### config.mk
export PLATFORM = sky130hd
export DESIGN_NAME = hub_port_power_strap_control
export DESIGN_NICKNAME = d
export VERILOG_FILES = /design/src/verilog/hub_power_pkg.sv /design/src/verilog/hub_port_power_strap_control.sv
export VERILOG_INCLUDE_DIRS = /design/src /design/src/verilog
export SDC_FILE = /design/constraint.sdc
export NUM_CORES = 1
export LEC_CHECK = 0
export BUFFER_PORTS_ARGS = -buffer_cell sky130_fd_sc_hd__buf_2
export CAP_MARGIN = 10
export CORE_MARGIN = 2
export CORE_UTILIZATION = 30
export CTS_CLUSTER_SIZE = 25
export DETAILED_ROUTE_END_ITERATION = 16
export SLEW_MARGIN = 10
export SYNTH_ARGS = -nofsm -noshare
export SYNTH_HDL_FRONTEND = slang
export SYNTH_SLANG_ARGS = --single-unit
### constraint.sdc
create_clock -name clk -period 2.3 [get_ports clk]
set_input_delay 0.23 -clock clk [delete_from_list [all_inputs] [get_ports clk]]
set_output_delay 0.23 -clock clk [all_outputs]
set_load 0.02 [all_outputs]
### src/verilog/hub_power_defines.svh
// ==========================================================================
// Hub port power and strap control: constants
// ==========================================================================
// Clock rates, counts and reset values shared by the power control logic.
// Assumes it is included by its bare name from files under verilog/ and verif/.
// How it works
// - Ganged strap high: all enables switch together
// - Ganged: any overcurrent powers off every port
// - Ganged strap low: ports act independently
// - Clock select low: internal PLL clocks core
// - Clock select high: external clock, PLL/oscillator off
// - PLL makes 48 MHz, keeps 12 MHz synchronised
// - EEPROM off: default IDs, clock pin off, gang
// - EEPROM on: shared pins become EEPROM clock/data
// - Slew rate follows attached device speed
// - Bus power strap selects bus/self powered
// - EEPROM outputs released when not in use
// - Overcurrent inputs filtered against short spikes
// - Power enables active low, push-pull driven
// - Overcurrent inputs active low, any in ganged
// - Reset at power-up initialises all logic
`ifndef HUB_POWER_DEFINES_SVH
`define HUB_POWER_DEFINES_SVH

`define NUM_PORTS         4
`define OC_FILTER_CYCLES  8
`define STRAP_SYNC_CYCLES 2
`define PLL_REF_MHZ       6
`define PLL_OUT_MHZ       48
`define USB_BIT_MHZ       12
`define PORTS_OFF_N       4'hF
`define OC_IDLE_N         4'hF
`define STRAP_RESET       4'h0

`endif

### src/verilog/hub_power_pkg.sv
// ==========================================================================
// Hub port power and strap control: types
// ==========================================================================
// Types shared by the control logic and its bench.
// Assumes the defines header carries every number.
package hub_power_pkg;

    // Straps captured once after reset release
    typedef struct packed {
        logic bus_powered;
        logic ext_clock;
        logic eeprom_off;
        logic ganged;
    } straps_t;

    // Capture sequencer
    typedef enum logic [1:0] {
        ST_SETTLE = 2'b00,
        ST_RUN    = 2'b01
    } cap_state_t;

endpackage : hub_power_pkg

### src/verilog/hub_port_power_strap_control.sv
// ==========================================================================
// Hub port power and strap control
// ==========================================================================
// Straps, clock source control, EEPROM pin sharing, overcurrent filtering
// and port power enables for a four port hub.
// Assumes hub core logic on clk supplies power requests, speed and EEPROM
// engine drive; strap and overcurrent pins arrive asynchronously.
`timescale 1ns/1ps
`include "hub_power_defines.svh"

module hub_port_power_strap_control #(
    parameter int OC_CYCLES = `OC_FILTER_CYCLES
) (
    input  wire logic                     clk,
    input  wire logic                     nrst,
    input  wire logic                     bus_power_strap,
    input  wire logic                     clock_source_select,
    input  wire logic                     eeprom_disable_strap,
    input  wire logic [`NUM_PORTS-1:0]    port_overcurrent_n,
    input  wire logic [`NUM_PORTS-1:0]    port_power_request,
    input  wire logic [`NUM_PORTS-1:0]    port_low_speed,
    input  wire logic                     ee_active,
    input  wire logic                     ee_clock_drive,
    input  wire logic                     ee_data_drive,
    input  wire logic                     ee_data_oe_req,
    input  wire logic                     eeprom_serial_data_in,
    output logic                          eeprom_serial_clock_out,
    output logic                          eeprom_serial_clock_oe,
    output logic                          eeprom_serial_data_out,
    output logic                          eeprom_serial_data_oe,
    output logic                          ee_data_sampled,
    output logic [`NUM_PORTS-1:0]         port_power_enable_n,
    output logic [`NUM_PORTS-1:0]         port_slow_slew,
    output logic [`NUM_PORTS-1:0]         port_overcurrent,
    output hub_power_pkg::straps_t        straps,
    output logic                          straps_valid,
    output logic                          pll_power_down,
    output logic                          pll_bypass,
    output logic                          osc_power_down,
    output logic                          core_clk_ext_select,
    output logic                          use_default_ids
);

    localparam int CW = $clog2(OC_CYCLES + 1);

    // ======================================================================
    // Pin synchronisers
    // ======================================================================
    // Two flops each; only the second stage is read by logic
    logic [`NUM_PORTS-1:0] oc_meta;
    logic [`NUM_PORTS-1:0] oc_sync;
    logic [3:0]            strap_meta;
    logic [3:0]            strap_sync;
    logic                  eed_meta;
    logic                  eed_sync;

    always_ff @(posedge clk or negedge nrst) begin
        if (!nrst) begin
            oc_meta    <= `OC_IDLE_N;
            oc_sync    <= `OC_IDLE_N;
            strap_meta <= `STRAP_RESET;
            strap_sync <= `STRAP_RESET;
            eed_meta   <= 1'b0;
            eed_sync   <= 1'b0;
        end else begin
            oc_meta    <= port_overcurrent_n;
            oc_sync    <= oc_meta;
            strap_meta <= {bus_power_strap, clock_source_select, eeprom_disable_strap, eeprom_serial_data_in};
            strap_sync <= strap_meta;
            eed_meta   <= eeprom_serial_data_in;
            eed_sync   <= eed_meta;
        end
    end

    // ======================================================================
    // Strap capture
    // ======================================================================
    // Straps are static, so they are taken once after the synchronisers
    // have filled; later pin movement is ignored rather than glitching modes
    hub_power_pkg::cap_state_t state;
    hub_power_pkg::cap_state_t next_state;
    hub_power_pkg::straps_t    next_straps;
    logic [1:0]                cap_cnt;
    logic [1:0]                next_cap_cnt;

    always_comb begin
        next_state   = state;
        next_straps  = straps;
        next_cap_cnt = cap_cnt;
        case (state)
            hub_power_pkg::ST_SETTLE: begin
                if (cap_cnt == 2'(`STRAP_SYNC_CYCLES)) begin
                    next_straps.bus_powered = strap_sync[3];
                    next_straps.ext_clock   = strap_sync[2];
                    next_straps.eeprom_off  = strap_sync[1];
                    next_straps.ganged      = strap_sync[1] & strap_sync[0];
                    next_state              = hub_power_pkg::ST_RUN;
                end else begin
                    next_cap_cnt = cap_cnt + 2'h1;
                end
            end
            hub_power_pkg::ST_RUN: next_state = hub_power_pkg::ST_RUN;
            default:               next_state = hub_power_pkg::ST_SETTLE;
        endcase
    end

    always_ff @(posedge clk or negedge nrst) begin
        if (!nrst) begin
            state   <= hub_power_pkg::ST_SETTLE;
            straps  <= `STRAP_RESET;
            cap_cnt <= 2'h0;
        end else begin
            state   <= next_state;
            straps  <= next_straps;
            cap_cnt <= next_cap_cnt;
        end
    end

    assign straps_valid = (state == hub_power_pkg::ST_RUN);

    // ======================================================================
    // Clock source and EEPROM pin sharing
    // ======================================================================
    // The PLL turns the 6 MHz reference into the 48 MHz core clock that also
    // keeps the 12 MHz bit clock aligned; with the external clock it idles
    logic next_pll_pd;
    logic next_ee_clk_out;
    logic next_ee_clk_oe;
    logic next_ee_dat_out;
    logic next_ee_dat_oe;
    logic next_ee_sampled;

    always_comb begin
        next_pll_pd     = straps.ext_clock;
        next_ee_clk_oe  = straps_valid & ~straps.eeprom_off & ee_active;
        next_ee_dat_oe  = next_ee_clk_oe & ee_data_oe_req;
        next_ee_clk_out = next_ee_clk_oe & ee_clock_drive;
        next_ee_dat_out = next_ee_dat_oe & ee_data_drive;
        next_ee_sampled = ~straps.eeprom_off & eed_sync;
    end

    always_ff @(posedge clk or negedge nrst) begin
        if (!nrst) begin
            pll_power_down          <= 1'b0;
            eeprom_serial_clock_out <= 1'b0;
            eeprom_serial_clock_oe  <= 1'b0;
            eeprom_serial_data_out  <= 1'b0;
            eeprom_serial_data_oe   <= 1'b0;
            ee_data_sampled         <= 1'b0;
        end else begin
            pll_power_down          <= next_pll_pd;
            eeprom_serial_clock_out <= next_ee_clk_out;
            eeprom_serial_clock_oe  <= next_ee_clk_oe;
            eeprom_serial_data_out  <= next_ee_dat_out;
            eeprom_serial_data_oe   <= next_ee_dat_oe;
            ee_data_sampled         <= next_ee_sampled;
        end
    end

    // Bypass, oscillator and clock mux all follow the same strap
    assign pll_bypass          = pll_power_down;
    assign osc_power_down      = pll_power_down;
    assign core_clk_ext_select = pll_power_down;
    assign use_default_ids     = straps.eeprom_off;

    // ======================================================================
    // Per-port overcurrent filter and power switching
    // ======================================================================
    // A fault is held until the host drops the port's power request (port 0's
    // request when ganged), so a shorted load cannot oscillate the switch on and off
    logic [`NUM_PORTS-1:0] any_fault;
    assign any_fault = {`NUM_PORTS{|port_overcurrent}};

    genvar i;
    generate
        for (i = 0; i < `NUM_PORTS; i++) begin : g_port
            logic [CW-1:0] cnt;
            logic [CW-1:0] next_cnt;
            logic          next_filt;
            logic          trip;
            logic          next_trip;
            logic          next_en_n;
            logic          next_slow;
            logic          fault;
            logic          req;

            always_comb begin
                next_cnt  = cnt;
                next_filt = port_overcurrent[i];
                if (oc_sync[i]) begin
                    next_cnt  = '0;
                    next_filt = 1'b0;
                end else if (cnt == CW'(OC_CYCLES - 1)) begin
                    next_filt = 1'b1;
                end else begin
                    next_cnt = cnt + CW'(1);
                end
                fault     = straps.ganged ? any_fault[i] : port_overcurrent[i];
                req       = straps.ganged ? port_power_request[0] : port_power_request[i];
                next_trip = fault | (req & trip);                             // Set wins over a dropped request
                next_en_n = ~(straps_valid & req & ~trip & ~fault);
                next_slow = port_low_speed[i];
            end

            always_ff @(posedge clk or negedge nrst) begin
                if (!nrst) begin
                    cnt                    <= '0;
                    port_overcurrent[i]    <= 1'b0;
                    trip                   <= 1'b0;
                    port_power_enable_n[i] <= 1'b1;
                    port_slow_slew[i]      <= 1'b0;
                end else begin
                    cnt                    <= next_cnt;
                    port_overcurrent[i]    <= next_filt;
                    trip                   <= next_trip;
                    port_power_enable_n[i] <= next_en_n;
                    port_slow_slew[i]      <= next_slow;
                end
            end
        end
    endgenerate
endmodule : hub_port_power_strap_control

; ---- After elaboration in Yosys (flattened, before gate mapping)
; Index checks and enable logic that the tools add are counted.
; W data, S select, Z words.
[word_totals]
regBits = 64
wordCells = 128
output_inout_bits = 27
[op_classes]
n_eq_ne = 11
n_addsub = 5
bitwise_logic = 41
n_mux = 25
n_reduce_logical = 8
[ops]
columns = operator, count
row1 = $mux W4, 8
row2 = $and A1 B1 Y1, 23
row3 = $add A4 B1 Y4 const B, 4
row4 = $eq A4 B3 Y1 const B, 4
row5 = $mux W1, 15
row6 = $not A1 Y1, 14
row7 = $ne A2 B2 Y1 const B, 5
row8 = $reduce_bool A2 Y1, 4
row9 = $or A1 B1 Y1, 4
row10 = $pmux W2 S2, 1
row11 = $reduce_and A2 Y1, 2
row12 = $reduce_or A4 Y1, 1
row13 = $add A2 B1 Y2 const B, 1
row14 = $eq A2 B1 Y1 const B, 1
row15 = $eq A2 B2 Y1 const B, 1
row16 = $logic_not A2 Y1, 1
row17 = $mux W2, 1

; ---- Logic depth before layout (Yosys ltp)
; Gate-level depths: netlist of run 1.
[depth]
ltp_word = 5
mapped_depth = 6

; ---- Worst setup path after synthesis of run 1
; Ideal clock, no wire load.
[synth_path]
path_kind = reg-to-reg
from = register straps[0] in the netlist's numbering
to = register g_port[3].trip
setup_slack_ns = 0.966
stages_incl_launch_ff = 5
path_buffers = 1
required_time_ns = 2.180
arrival_ns = 1.214
setup_time_ns = 0.120
synth_period_minus_slack_ns = 1.334
cell_sequence = dfrtp_1 clkbuf_1 mux2_2 a21oi_1 nand2_1
[synth_via]
elab_chain_len = 3
word_cells_on_any_way = 4
cone_classes = mux: 2 / bitwise: 2
[synth_rtl]
columns = element, line
row1 = "start, declared", hub_port_power_strap_control.sv:35  ; output hub_power_pkg::straps_t straps,
row2 = "start signal, assigned", hub_port_power_strap_control.sv:110  ; straps <= `STRAP_RESET;
row3 = "start signal, assigned", hub_port_power_strap_control.sv:114  ; straps <= next_straps;
row4 = $mux W1, hub_port_power_strap_control.sv:199  ; req = straps.ganged ? port_power_request[0] : port_power_request[i];
row5 = $and A1 B1 Y1, hub_port_power_strap_control.sv:200  ; next_trip = fault | (req & trip);
row6 = $or A1 B1 Y1 (*), hub_port_power_strap_control.sv:200
row7 = via g_port[3].next_trip, hub_port_power_strap_control.sv:181  ; logic next_trip;
row8 = "end signal, assigned", hub_port_power_strap_control.sv:215  ; trip <= next_trip;
row9 = "end, declared", hub_port_power_strap_control.sv:180  ; logic trip;
; Mark *: on every way through the listed nets, which the timed path passes. The rest lies on a longest branch.
; A chain may end at the register's enable or synchronous reset.

; ---- Worst setup path after layout of run 1
[layout_path]
from = register cap_cnt[0]
to = register straps[3] in the netlist's numbering
[layout_via]
elab_chain_len = 2
[layout_rtl]
columns = element, line
row1 = "start, declared", hub_port_power_strap_control.sv:83  ; logic [1:0] cap_cnt;
row2 = "start signal, assigned", hub_port_power_strap_control.sv:115  ; cap_cnt <= next_cap_cnt;
row3 = $eq A2 B2 Y1, hub_port_power_strap_control.sv:92  ; if (cap_cnt == 2'(`STRAP_SYNC_CYCLES)) begin
row4 = $reduce_and A2 Y1 (no line), -
; Every way passes these cells.

==> results of run 1 <==
## final timing paths
check | from | to | slack [ns]
setup / recovery | cap_cnt[0]$_DFFE_PN0P_ | straps[3]$_DFFE_PN0P_ | 0.88
hold / removal | ee_clock_drive | eeprom_serial_clock_out$_DFF_PN0_ | 0.10
setup reg to reg | cap_cnt[0]$_DFFE_PN0P_ | straps[3]$_DFFE_PN0P_ | 0.88
hold reg to reg | strap_meta[0]$_DFF_PN0_ | strap_sync[0]$_DFF_PN0_ | 0.35
max in group asynchronous | nrst | port_power_enable_n[2]$_DFF_PN1_ | 1.21
min in group asynchronous | nrst | port_slow_slew[2]$_DFF_PN0_ | 0.43
## cell type report
type | instances | area [µm²] | area share [%]
Clock buffer | 9 | 124 | 4.28
Clock inverter | 7 | 52.6 | 1.82
Inverter | 6 | 22.5 | 0.778
Multi-Input combinational cell | 97 | 641 | 22.1
Sequential cell | 61 | 1540 | 53.2
Tap cell | 99 | 124 | 4.28
Timing Repair Buffer | 62 | 390 | 13.5
## registers in the layout (all words and copies together) (netlist names), 2 cells and up
signal / cells
g_port.cnt: 16
strap_sync: 4
oc_sync: 4
port_overcurrent: 4
port_power_enable_n: 4
g_port.trip: 4
straps: 2
port_slow_slew: 4
strap_meta: 4
cap_cnt: 2
oc_meta: 4
## cells by family (layout without fill, tap and decap cells)
family | Yosys count | in the layout
DFF | 61 | 61
and+or+nand+nor | 53 | 53
AOI/OAI and AO/OA | 20 | 20
muxes | 14 | 14
buffers and inverters | 13 | 84
adders and majority gates | 5 | 5
xor gates and xnor gates | 5 | 5
## synthesized netlist by cell type (2+ instances only)
cell	instances
a21oi_1	8
a31oi_1	3
and2_1	2
and3_1	4
buf_4	5
clkbuf_1	2
dfrtp_1	49
dfstp_2	12
ha_1	5
inv_1	6
mux2_2	6
mux2i_1	8
nand2_1	9
nand3_1	6
nand3b_1	4
nor2_1	18
nor2b_1	5
o21ai_0	6
o21bai_1	3
xnor2_1	5
## metal layers
metal  up-vias  GRT usage [%]  wire [µm]
met5         -              0          0
met4         0           5.77         79
met3         9           3.01        200
met2        42           14.9       1640
met1       677           14.0       1860
li1        706              -          -
## per-stage QoR
step	hold slack, ns	utilization [%]	worst slack (ns)	power [µW]
6_report	0.103	39.9	0.885	2170
3_3_place_gp	0.281	35.7	0.935	1350
3_5_place_dp	0.272	35.7	0.886	1350
2_1_floorplan	-0.0656	-	0.966	1280
4_1_cts	0.0920	39.9	0.855	2220
5_1_grt	0.0894	39.9	0.768	2290
## power breakdown
part           internal, µW  switching [µW]  total [µW]
clock                   391             436         827
combinational          81.6            94.0         176
sequential             1140            33.7        1170
total                  1610             564        2170
==> flow_summary.json, run 1 <==
{
  "status": "completed",
  "worst_pin_slew_ns": 0.599,
  "synthMuxAreaShare_pct": 6.56,
  "crit_path_top_delay_cell": "dfrtp_1",
  "synth_top_area_share_pct": 54.5,
  "ys_seq_elements": 61,
  "cts_setup_buffers": 0,
  "die-area_mm2": 0.00821,
  "via_per_inst": 4.21,
  "grt_pass1_wl_um": 6640,
  "final_antenna_net_count": 0,
  "rsz0062_at_grt": "no",
  "synthSimpleGateAreaFrac_pct": 12.2,
  "setup_viol": 0,
  "synth_fa_ha_area_share_pct": 2.78,
  "critPathBufInv": 1,
  "critPathLaunchType": "flip-flop",
  "nets": 264,
  "synth_compound_area_share_pct": 4.95,
  "final_common_cell": "dfrtp_1",
  "placed_area_mm2": 0.00259,
  "rows": 31,
  "track_usage_pct": 10.4,
  "wl_per_cell_um": 11.1,
  "cp.depth": 4,
  "arrival_ns": 1.63,
  "yosysUniqueCellTypes": 25,
  "clock_latency_ns": 0.33,
  "min_path_cells": 2,
  "die_w_um": 90.6,
  "dieHeight_um": 90.6,
  "wl_um": 3780,
  "final_area_mm2": 0.00290,
  "place_inst": 312,
  "postCtsHoldBufs": 13,
  "grt_max_degree": 37,
  "syn_nets": 198,
  "pwr_density_cell_mw_per_mm2": 750,
  "cts_tree": "done",
  "crit_type": "flip-flop to flip-flop",
  "start_util_pct": 31.0,
  "drive_gt1_share_pct": 35.5,
  "drc": 0,
  "first_global_vias": 1472,
  "cp-end-kind": "flip-flop",
  "yosys_warnings": 0,
  "reg2reg_depth": 4,
  "synth_area_leaders": "dfrtp_1 (55%), dfstp_2 (14%), mux2i_1 (3.6%)",
  "hold_path_class": "primary input to flip-flop",
  "synth_edf_count": 0,
  "cts_buffers": 9,
  "fin_tns_setup_ns": 0,
  "cts.sinks": 61,
  "cap_violations": 0,
  "min_period_ns": 1.42,
  "dr.pass1.iters": 4,
  "drt-initial-drc-count": 43,
  "fin_crit_sh_pct": 61.5,
  "worst-endpoint-required_ns": 2.52,
  "skew_ns": 0.00713,
  "synthCells": 171,
  "antenna_cells": 0,
  "antenna_found_initial": 0,
  "cts_root_buf": "clkbuf_8",
  "layout_common_cells": "dfrtp_1 (49), buf_2 (48), nor2_1 (18)",
  "synth_top_area_cell": "dfrtp_1",
  "port_buffers": 48,
  "gp_congestion": 0.715,
  "htreeDepth": 3,
  "clk_pin_slew_ns": 0.07,
  "netlist_area_mm2": 0.00225,
  "ir_drop_mv": 0.288,
  "path_delay_family": "flip-flops",
  "ys.flop_type": "dfrtp_1",
  "stdcell_count": 341,
  "avgSynthCellArea_um2": 13.2,
  "async_reset_ff_share_pct": 100,
  "via_count": 1434,
  "area_growth_pct": 28.7,
  "nFillCells": 716,
  "critPathMaxFanout": 5,
  "leakagePower_uw": 0.00142,
  "slowest_delay_ns": 0.39,
  "slew_headroom_pct": 60.1,
  "cts_max_path_buffers": 2,
  "ys_seq_area_share_pct": 68.5,
  "num_io_pins": 49,
  "synth_xor_area_share_pct": 1.95,
  "drv_slew": 0,
  "max_freq_ghz": 0.707,
  "synth_top_family_by_area": "simple AND/OR/NAND/NOR gates",
  "gr-total-overflow": 0,
  "dp_hpwl_um": 2600,
  "path_cells": "inv_1 -> ha_1 -> nor2b_1 -> mux2_2",
  "fp.coreArea_mm2": 0.00725,
  "finalHoldViolations": 0,
  "cts_resized": 0
}
No activity file was read; power rests on OpenSTA's default activity.
==> inputs of run 2 (changes only) <==
- clock period: 2.3 -> 1.4 ns (I/O delays scaled with it)
==> run 2 against run 1 <==
Sequential share of layout area fell by 1.5 points. Global-route usage grew 0.34 points. Clock power is 110% higher. Register-to-register slack lost 0.78 ns. Routed wire length increased by 3.8%. Critical path type unchanged. Highest routed layer unchanged.
==> flow_summary.json, run 2 (synthesis results as in run 1) <==
{
  "status": "completed",
  "clkPwrFrac_pct": 44.2,
  "antenna_found_initial": 0,
  "first_global_vias": 1502,
  "cts_max_path_buffers": 2,
  "r2r-end": "g_port[1].trip$_DFF_PN0_",
  "grt_pass1_wl_um": 6710,
  "max_freq_ghz": 0.769,
  "drc": 0,
  "rows": 31,
  "power.internal_uw": 3100,
  "cts.sinks": 61,
  "crit_type": "flip-flop to flip-flop",
  "worst_pin_slew_ns": 0.335,
  "power_uw": 3970,
  "setup_viol": 0,
  "critPathBufInv": 0,
  "die-area_mm2": 0.00821,
  "via_count": 1455,
  "drt-initial-drc-count": 63,
  "fp.coreArea_mm2": 0.00725,
  "skew_ns": 0.00802,
  "whs_ns": 0.0287,
  "dp_hpwl_um": 2580,
  "slowest_delay_ns": 0.57,
  "dieHeight_um": 90.6,
  "arrival_ns": 1.52,
  "hold_path_class": "primary input to flip-flop",
  "die_w_um": 90.6,
  "track_usage_pct": 10.7,
  "drive_gt1_share_pct": 35.9,
  "clk_pin_slew_ns": 0.07,
  "rsz0062_at_grt": "no",
  "crit_top_cell": "nand2_1",
  "multi_input_area_um2": 648,
  "area_growth_pct": 32.3,
  "cp.depth": 3,
  "fin_crit_sh_pct": 92.9,
  "cts_buffers": 9,
  "cts_setup_buffers": 0,
  "leakagePower_uw": 0.00148,
  "top_register": "g_port.cnt",
  "wl_um": 3920,
  "placed_area_mm2": 0.00260,
  "htreeDepth": 3,
  "final_antenna_net_count": 0,
  "cap_violations": 0,
  "nFillCells": 702,
  "nets": 267,
  "p_comb_share_pct": 7.4,
  "stdcell_count": 344,
  "p_seq_share_pct": 48.5,
  "gr-total-overflow": 0,
  "min_path_cells": 2,
  "ir_drop_mv": 0.439,
  "place_inst": 314,
  "final_common_cell": "dfrtp_1",
  "antenna_cells": 0,
  "min_period_ns": 1.30,
  "reg2reg_depth": 3,
  "final_area_mm2": 0.00298,
  "slew_headroom_pct": 77.7,
  "regToRegSetupSlack_ns": 0.1,
  "wl_per_cell_um": 11.4,
  "worst-endpoint-required_ns": 1.62,
  "critPathMaxFanout": 5,
  "num_io_pins": 49,
  "finalHoldViolations": 0,
  "swShare_pct": 21.9,
  "path_cells": "or4_4 -> nand2_1 -> nand2_1",
  "cp-end-kind": "flip-flop",
  "gp_congestion": 0.743,
  "clock_latency_ns": 0.34,
  "p_switching_uw": 869,
  "pwr_density_cell_mw_per_mm2": 1330,
  "cts_tree": "done",
  "crit_start": "port_overcurrent[1]$_DFFE_PN0P_",
  "crit_path_top_delay_cell": "or4_4",
  "endpoint": "g_port[1].trip$_DFF_PN0_",
  "largest_reg_flops": 16,
  "drv_slew": 0,
  "r2r_start": "port_overcurrent[1]$_DFFE_PN0P_",
  "dr.pass1.iters": 4,
  "layout_common_cells": "dfrtp_1 (49), buf_2 (48), nor2_1 (18)",
  "via_per_inst": 4.23,
  "ff_latch_area_mm2": 0.00154,
  "path_delay_family": "simple AND/OR/NAND/NOR gates",
  "cts_root_buf": "clkbuf_8",
  "start_util_pct": 31.0,
  "port_buffers": 48,
  "critPathLaunchType": "flip-flop",
  "grt_max_degree": 62
}
-- run 2: cell count changes in the layout (fill, tap and decap cells not counted), moves of 2 or more --
| cell | delta |
|---|---|
| clkinv_4 | -2 |
| clkbuf_8 | +2 |
| clkinvlp_4 | -4 |
| bufinv_16 | +2 |
| buf_4 | +2 |
-- run 2: how the worst min path moves through the flow --
stage / start / to / slack, ns
floorplan: nrst / cap_cnt[0]$_DFFE_PN0P_ / -0.16
global placement: nrst / port_slow_slew[1]$_DFF_PN0_ / 0.17
detailed placement: nrst / port_slow_slew[1]$_DFF_PN0_ / 0.18
CTS: ee_data_oe_req / eeprom_serial_data_oe$_DFF_PN0_ / 0.004
global route: ee_data_oe_req / eeprom_serial_data_oe$_DFF_PN0_ / 0.04
finish: ee_data_oe_req / eeprom_serial_data_oe$_DFF_PN0_ / 0.03
-- run 2: through the flow --
step                utilization [%]  setup slack (ns)  TNS (ns)
floorplan                         -            0.0660         0
global placement               35.9            0.0369         0
detailed placement             35.9           -0.0226   -0.0454
CTS                            41.0            0.0598         0
global route                   41.0            0.0311         0
finish                         41.0            0.0998         0
-- run 2: repair_timing --
item                                    4_1_cts  5_1_grt
hold endpoints to repair                     62        0
resized for setup                             1        1
endpoints found under the setup margin        3        3
pin swaps                                     0        0
hold buffers                                 14        0
-- run 2: metal layers --
layer | global-route usage, % | share of wire [%] | vias up
met4 | 7.31 | 2.9 | 0
met1 | 12.8 | 47 | 689
met2 | 15.7 | 44 | 45
met5 | 0 | 0 | -
met3 | 4.34 | 6.7 | 11
li1 | - | - | 710
-- run 2: power by group through the flow --
| stage | clock, µW | sequential (µW) | combinational [µW] |
|---|---|---|---|
| global placement | 0 | 1950 | 264 |
| CTS | 1830 | 1920 | 298 |
| finish | 1750 | 1920 | 292 |
| global route | 1900 | 1930 | 328 |
| floorplan | 0 | 1980 | 118 |
| detailed placement | 0 | 1950 | 269 |
-- run 2: worst register-to-register path: stages (launching register included) --
cell and delay [ns]:
dfrtp_1 0.42, or4_4 0.57, nand2_1 0.13, nand2_1 0.07
-- run 2: cell type report --
cell class	count	share of cell area (%)
multi-input combinational	97	21.8
tap	99	4.16
clock inverter	4	2.35
clock buffer	12	5.21
timing repair buffer	65	14.0
inverter	6	0.757
sequential	61	51.8
==> inputs of run 3 (changes only) <==
- ABC_CLOCK_PERIOD_IN_PS: unset -> 1400
- CTS_CLUSTER_DIAMETER: unset -> 100
- PLACE_DENSITY_LB_ADDON: unset -> 0.25
==> run 3 against run 2 <==
Non-clock buffer count unchanged. Register-to-register slack hardly changed. Largest cell class unchanged. Highest routed layer unchanged. Critical path type unchanged. Total power fell by 9.5%. Sequential share of layout area rose by 1.0 points. Critical endpoint is now port_power_enable_n[2]$_DFF_PN1_.
==> flow_summary.json, run 3 (synthesis results as in run 1) <==
{
  "leakagePower_uw": 0.00145,
  "final_common_cell": "dfrtp_1",
  "place_inst": 315,
  "drive_gt1_share_pct": 36.3,
  "crit_type": "flip-flop to flip-flop",
  "via_per_inst": 4.15,
  "rsz0062_at_grt": "no",
  "critPathMaxFanout": 5,
  "track_usage_pct": 10.4,
  "die-area_mm2": 0.00821,
  "crit_start": "port_overcurrent[1]$_DFFE_PN0P_",
  "fp.coreArea_mm2": 0.00725,
  "slew_headroom_pct": 78.6,
  "reg2reg_depth": 3,
  "wl_um": 3830,
  "critPathLaunchType": "flip-flop",
  "stdcell_count": 344,
  "start_util_pct": 31.0,
  "cap_violations": 0,
  "fin_crit_sh_pct": 93.4,
  "final_antenna_net_count": 0,
  "area_growth_pct": 29.7,
  "grt_max_degree": 62,
  "cts_tree": "done",
  "dieHeight_um": 90.6,
  "cts_max_path_buffers": 2,
  "top_register": "g_port.cnt",
  "antenna_found_initial": 0,
  "worst-endpoint-required_ns": 1.65,
  "pre_cts_ws_ns": 0.0949,
  "first_global_vias": 1462,
  "r2r-end": "port_power_enable_n[2]$_DFF_PN1_",
  "setup_viol": 0,
  "pwr_density_cell_mw_per_mm2": 1230,
  "grt_pass1_wl_um": 6640,
  "htreeDepth": 3,
  "nFillCells": 704,
  "whs_ns": 0.0231,
  "drv_slew": 0,
  "cts.sinks": 61,
  "ir_drop_mv": 0.434,
  "regToRegSetupSlack_ns": 0.09,
  "cp-end-kind": "flip-flop",
  "status": "completed",
  "layout_common_cells": "dfrtp_1 (49), buf_2 (48), nor2_1 (18)",
  "largest_reg_flops": 16,
  "wl_per_cell_um": 11.1,
  "layout_setup_ws_ns": 0.0931,
  "die_w_um": 90.6,
  "endpoint": "port_power_enable_n[2]$_DFF_PN1_",
  "gp_congestion": 0.729,
  "cts_root_buf": "clkbuf_8",
  "cts_buffers": 9,
  "arrival_ns": 1.56,
  "port_buffers": 48,
  "nets": 267,
  "fin_tns_setup_ns": 0,
  "r2r_start": "port_overcurrent[1]$_DFFE_PN0P_",
  "dr.pass1.iters": 4,
  "drt-initial-drc-count": 25,
  "dp_hpwl_um": 2490,
  "cts_resized": 0,
  "worst_pin_slew_ns": 0.322,
  "max_freq_ghz": 0.765,
  "via_count": 1426,
  "clk_pin_slew_ns": 0.07,
  "drc": 0,
  "clock_latency_ns": 0.33,
  "gr-total-overflow": 0,
  "min_period_ns": 1.31,
  "rows": 31,
  "finalHoldViolations": 0,
  "antenna_cells": 0,
  "num_io_pins": 49,
  "skew_ns": 0.00791,
  "hold_path_class": "primary input to flip-flop"
}
## run 3: cell count changes in the layout (fill, tap and decap cells not counted), sizes merged
cell,change
clkinv,+2
clkbuf,-2
bufinv,-2
buf,+1
clkinvlp,+2
dlygate4sd3,-1
## run 3: cell type report
cell class	instances	area (µm²)	share of cell area [%]
flip-flops and latches	61	1540	52.8
multi-input cells	97	641	22.0
repair buffers	65	413	14.2
clock buffers	10	138	4.72
well taps	99	124	4.25
clock inverters	6	38.8	1.33
inverters	6	22.5	0.772
## run 3: critical path, stage by stage, from the launching register on
cell     delay, ns
dfrtp_1       0.42
or4_4         0.57
nor2_4        0.13
o21ai_0       0.10
## run 3: worst min-delay path by stage
stage                              start  cells past startpoint                           endpoint  slack [ns]
after detailed placement            nrst                      2        port_slow_slew[2]$_DFF_PN0_        0.17
after global routing      ee_clock_drive                      2  eeprom_serial_clock_out$_DFF_PN0_        0.01
after CTS                 ee_clock_drive                      2  eeprom_serial_clock_out$_DFF_PN0_       0.005
after global placement              nrst                      2        port_slow_slew[2]$_DFF_PN0_        0.17
final                     ee_clock_drive                      2  eeprom_serial_clock_out$_DFF_PN0_        0.02
after floorplan                     nrst                      0             cap_cnt[0]$_DFFE_PN0P_       -0.16
## run 3: what timing repair did
item | 4_1_cts | 5_1_grt
hold buffers | 13 | 0
hold endpoints to repair | 61 | 0
buffers inserted | 0 | 0
endpoints found under the setup margin | 0 | 0
## run 3: layer usage
metal | routed length (µm) | global-route usage (%) | vias to the layer above
li1 | - | - | 717
met1 | 1840 | 13.5 | 655
met2 | 1680 | 15.2 | 45
met3 | 220 | 2.84 | 9
met4 | 89 | 6.92 | 0
met5 | 0 | 0 | -
## run 3: metrics by stage
stage	util (%)	instance area (µm²)	power, µW
after floorplan	-	2250	2100
after global placement	36.0	2610	2220
after detailed placement	36.0	2610	2220
after CTS	40.2	2920	3660
after global routing	40.2	2920	3780
final	40.2	2920	3590
## run 3: power by group
group	switching (µW)	internal, µW
combinational	156	135
clock	694	683
sequential	54.9	1870
total	904	2680
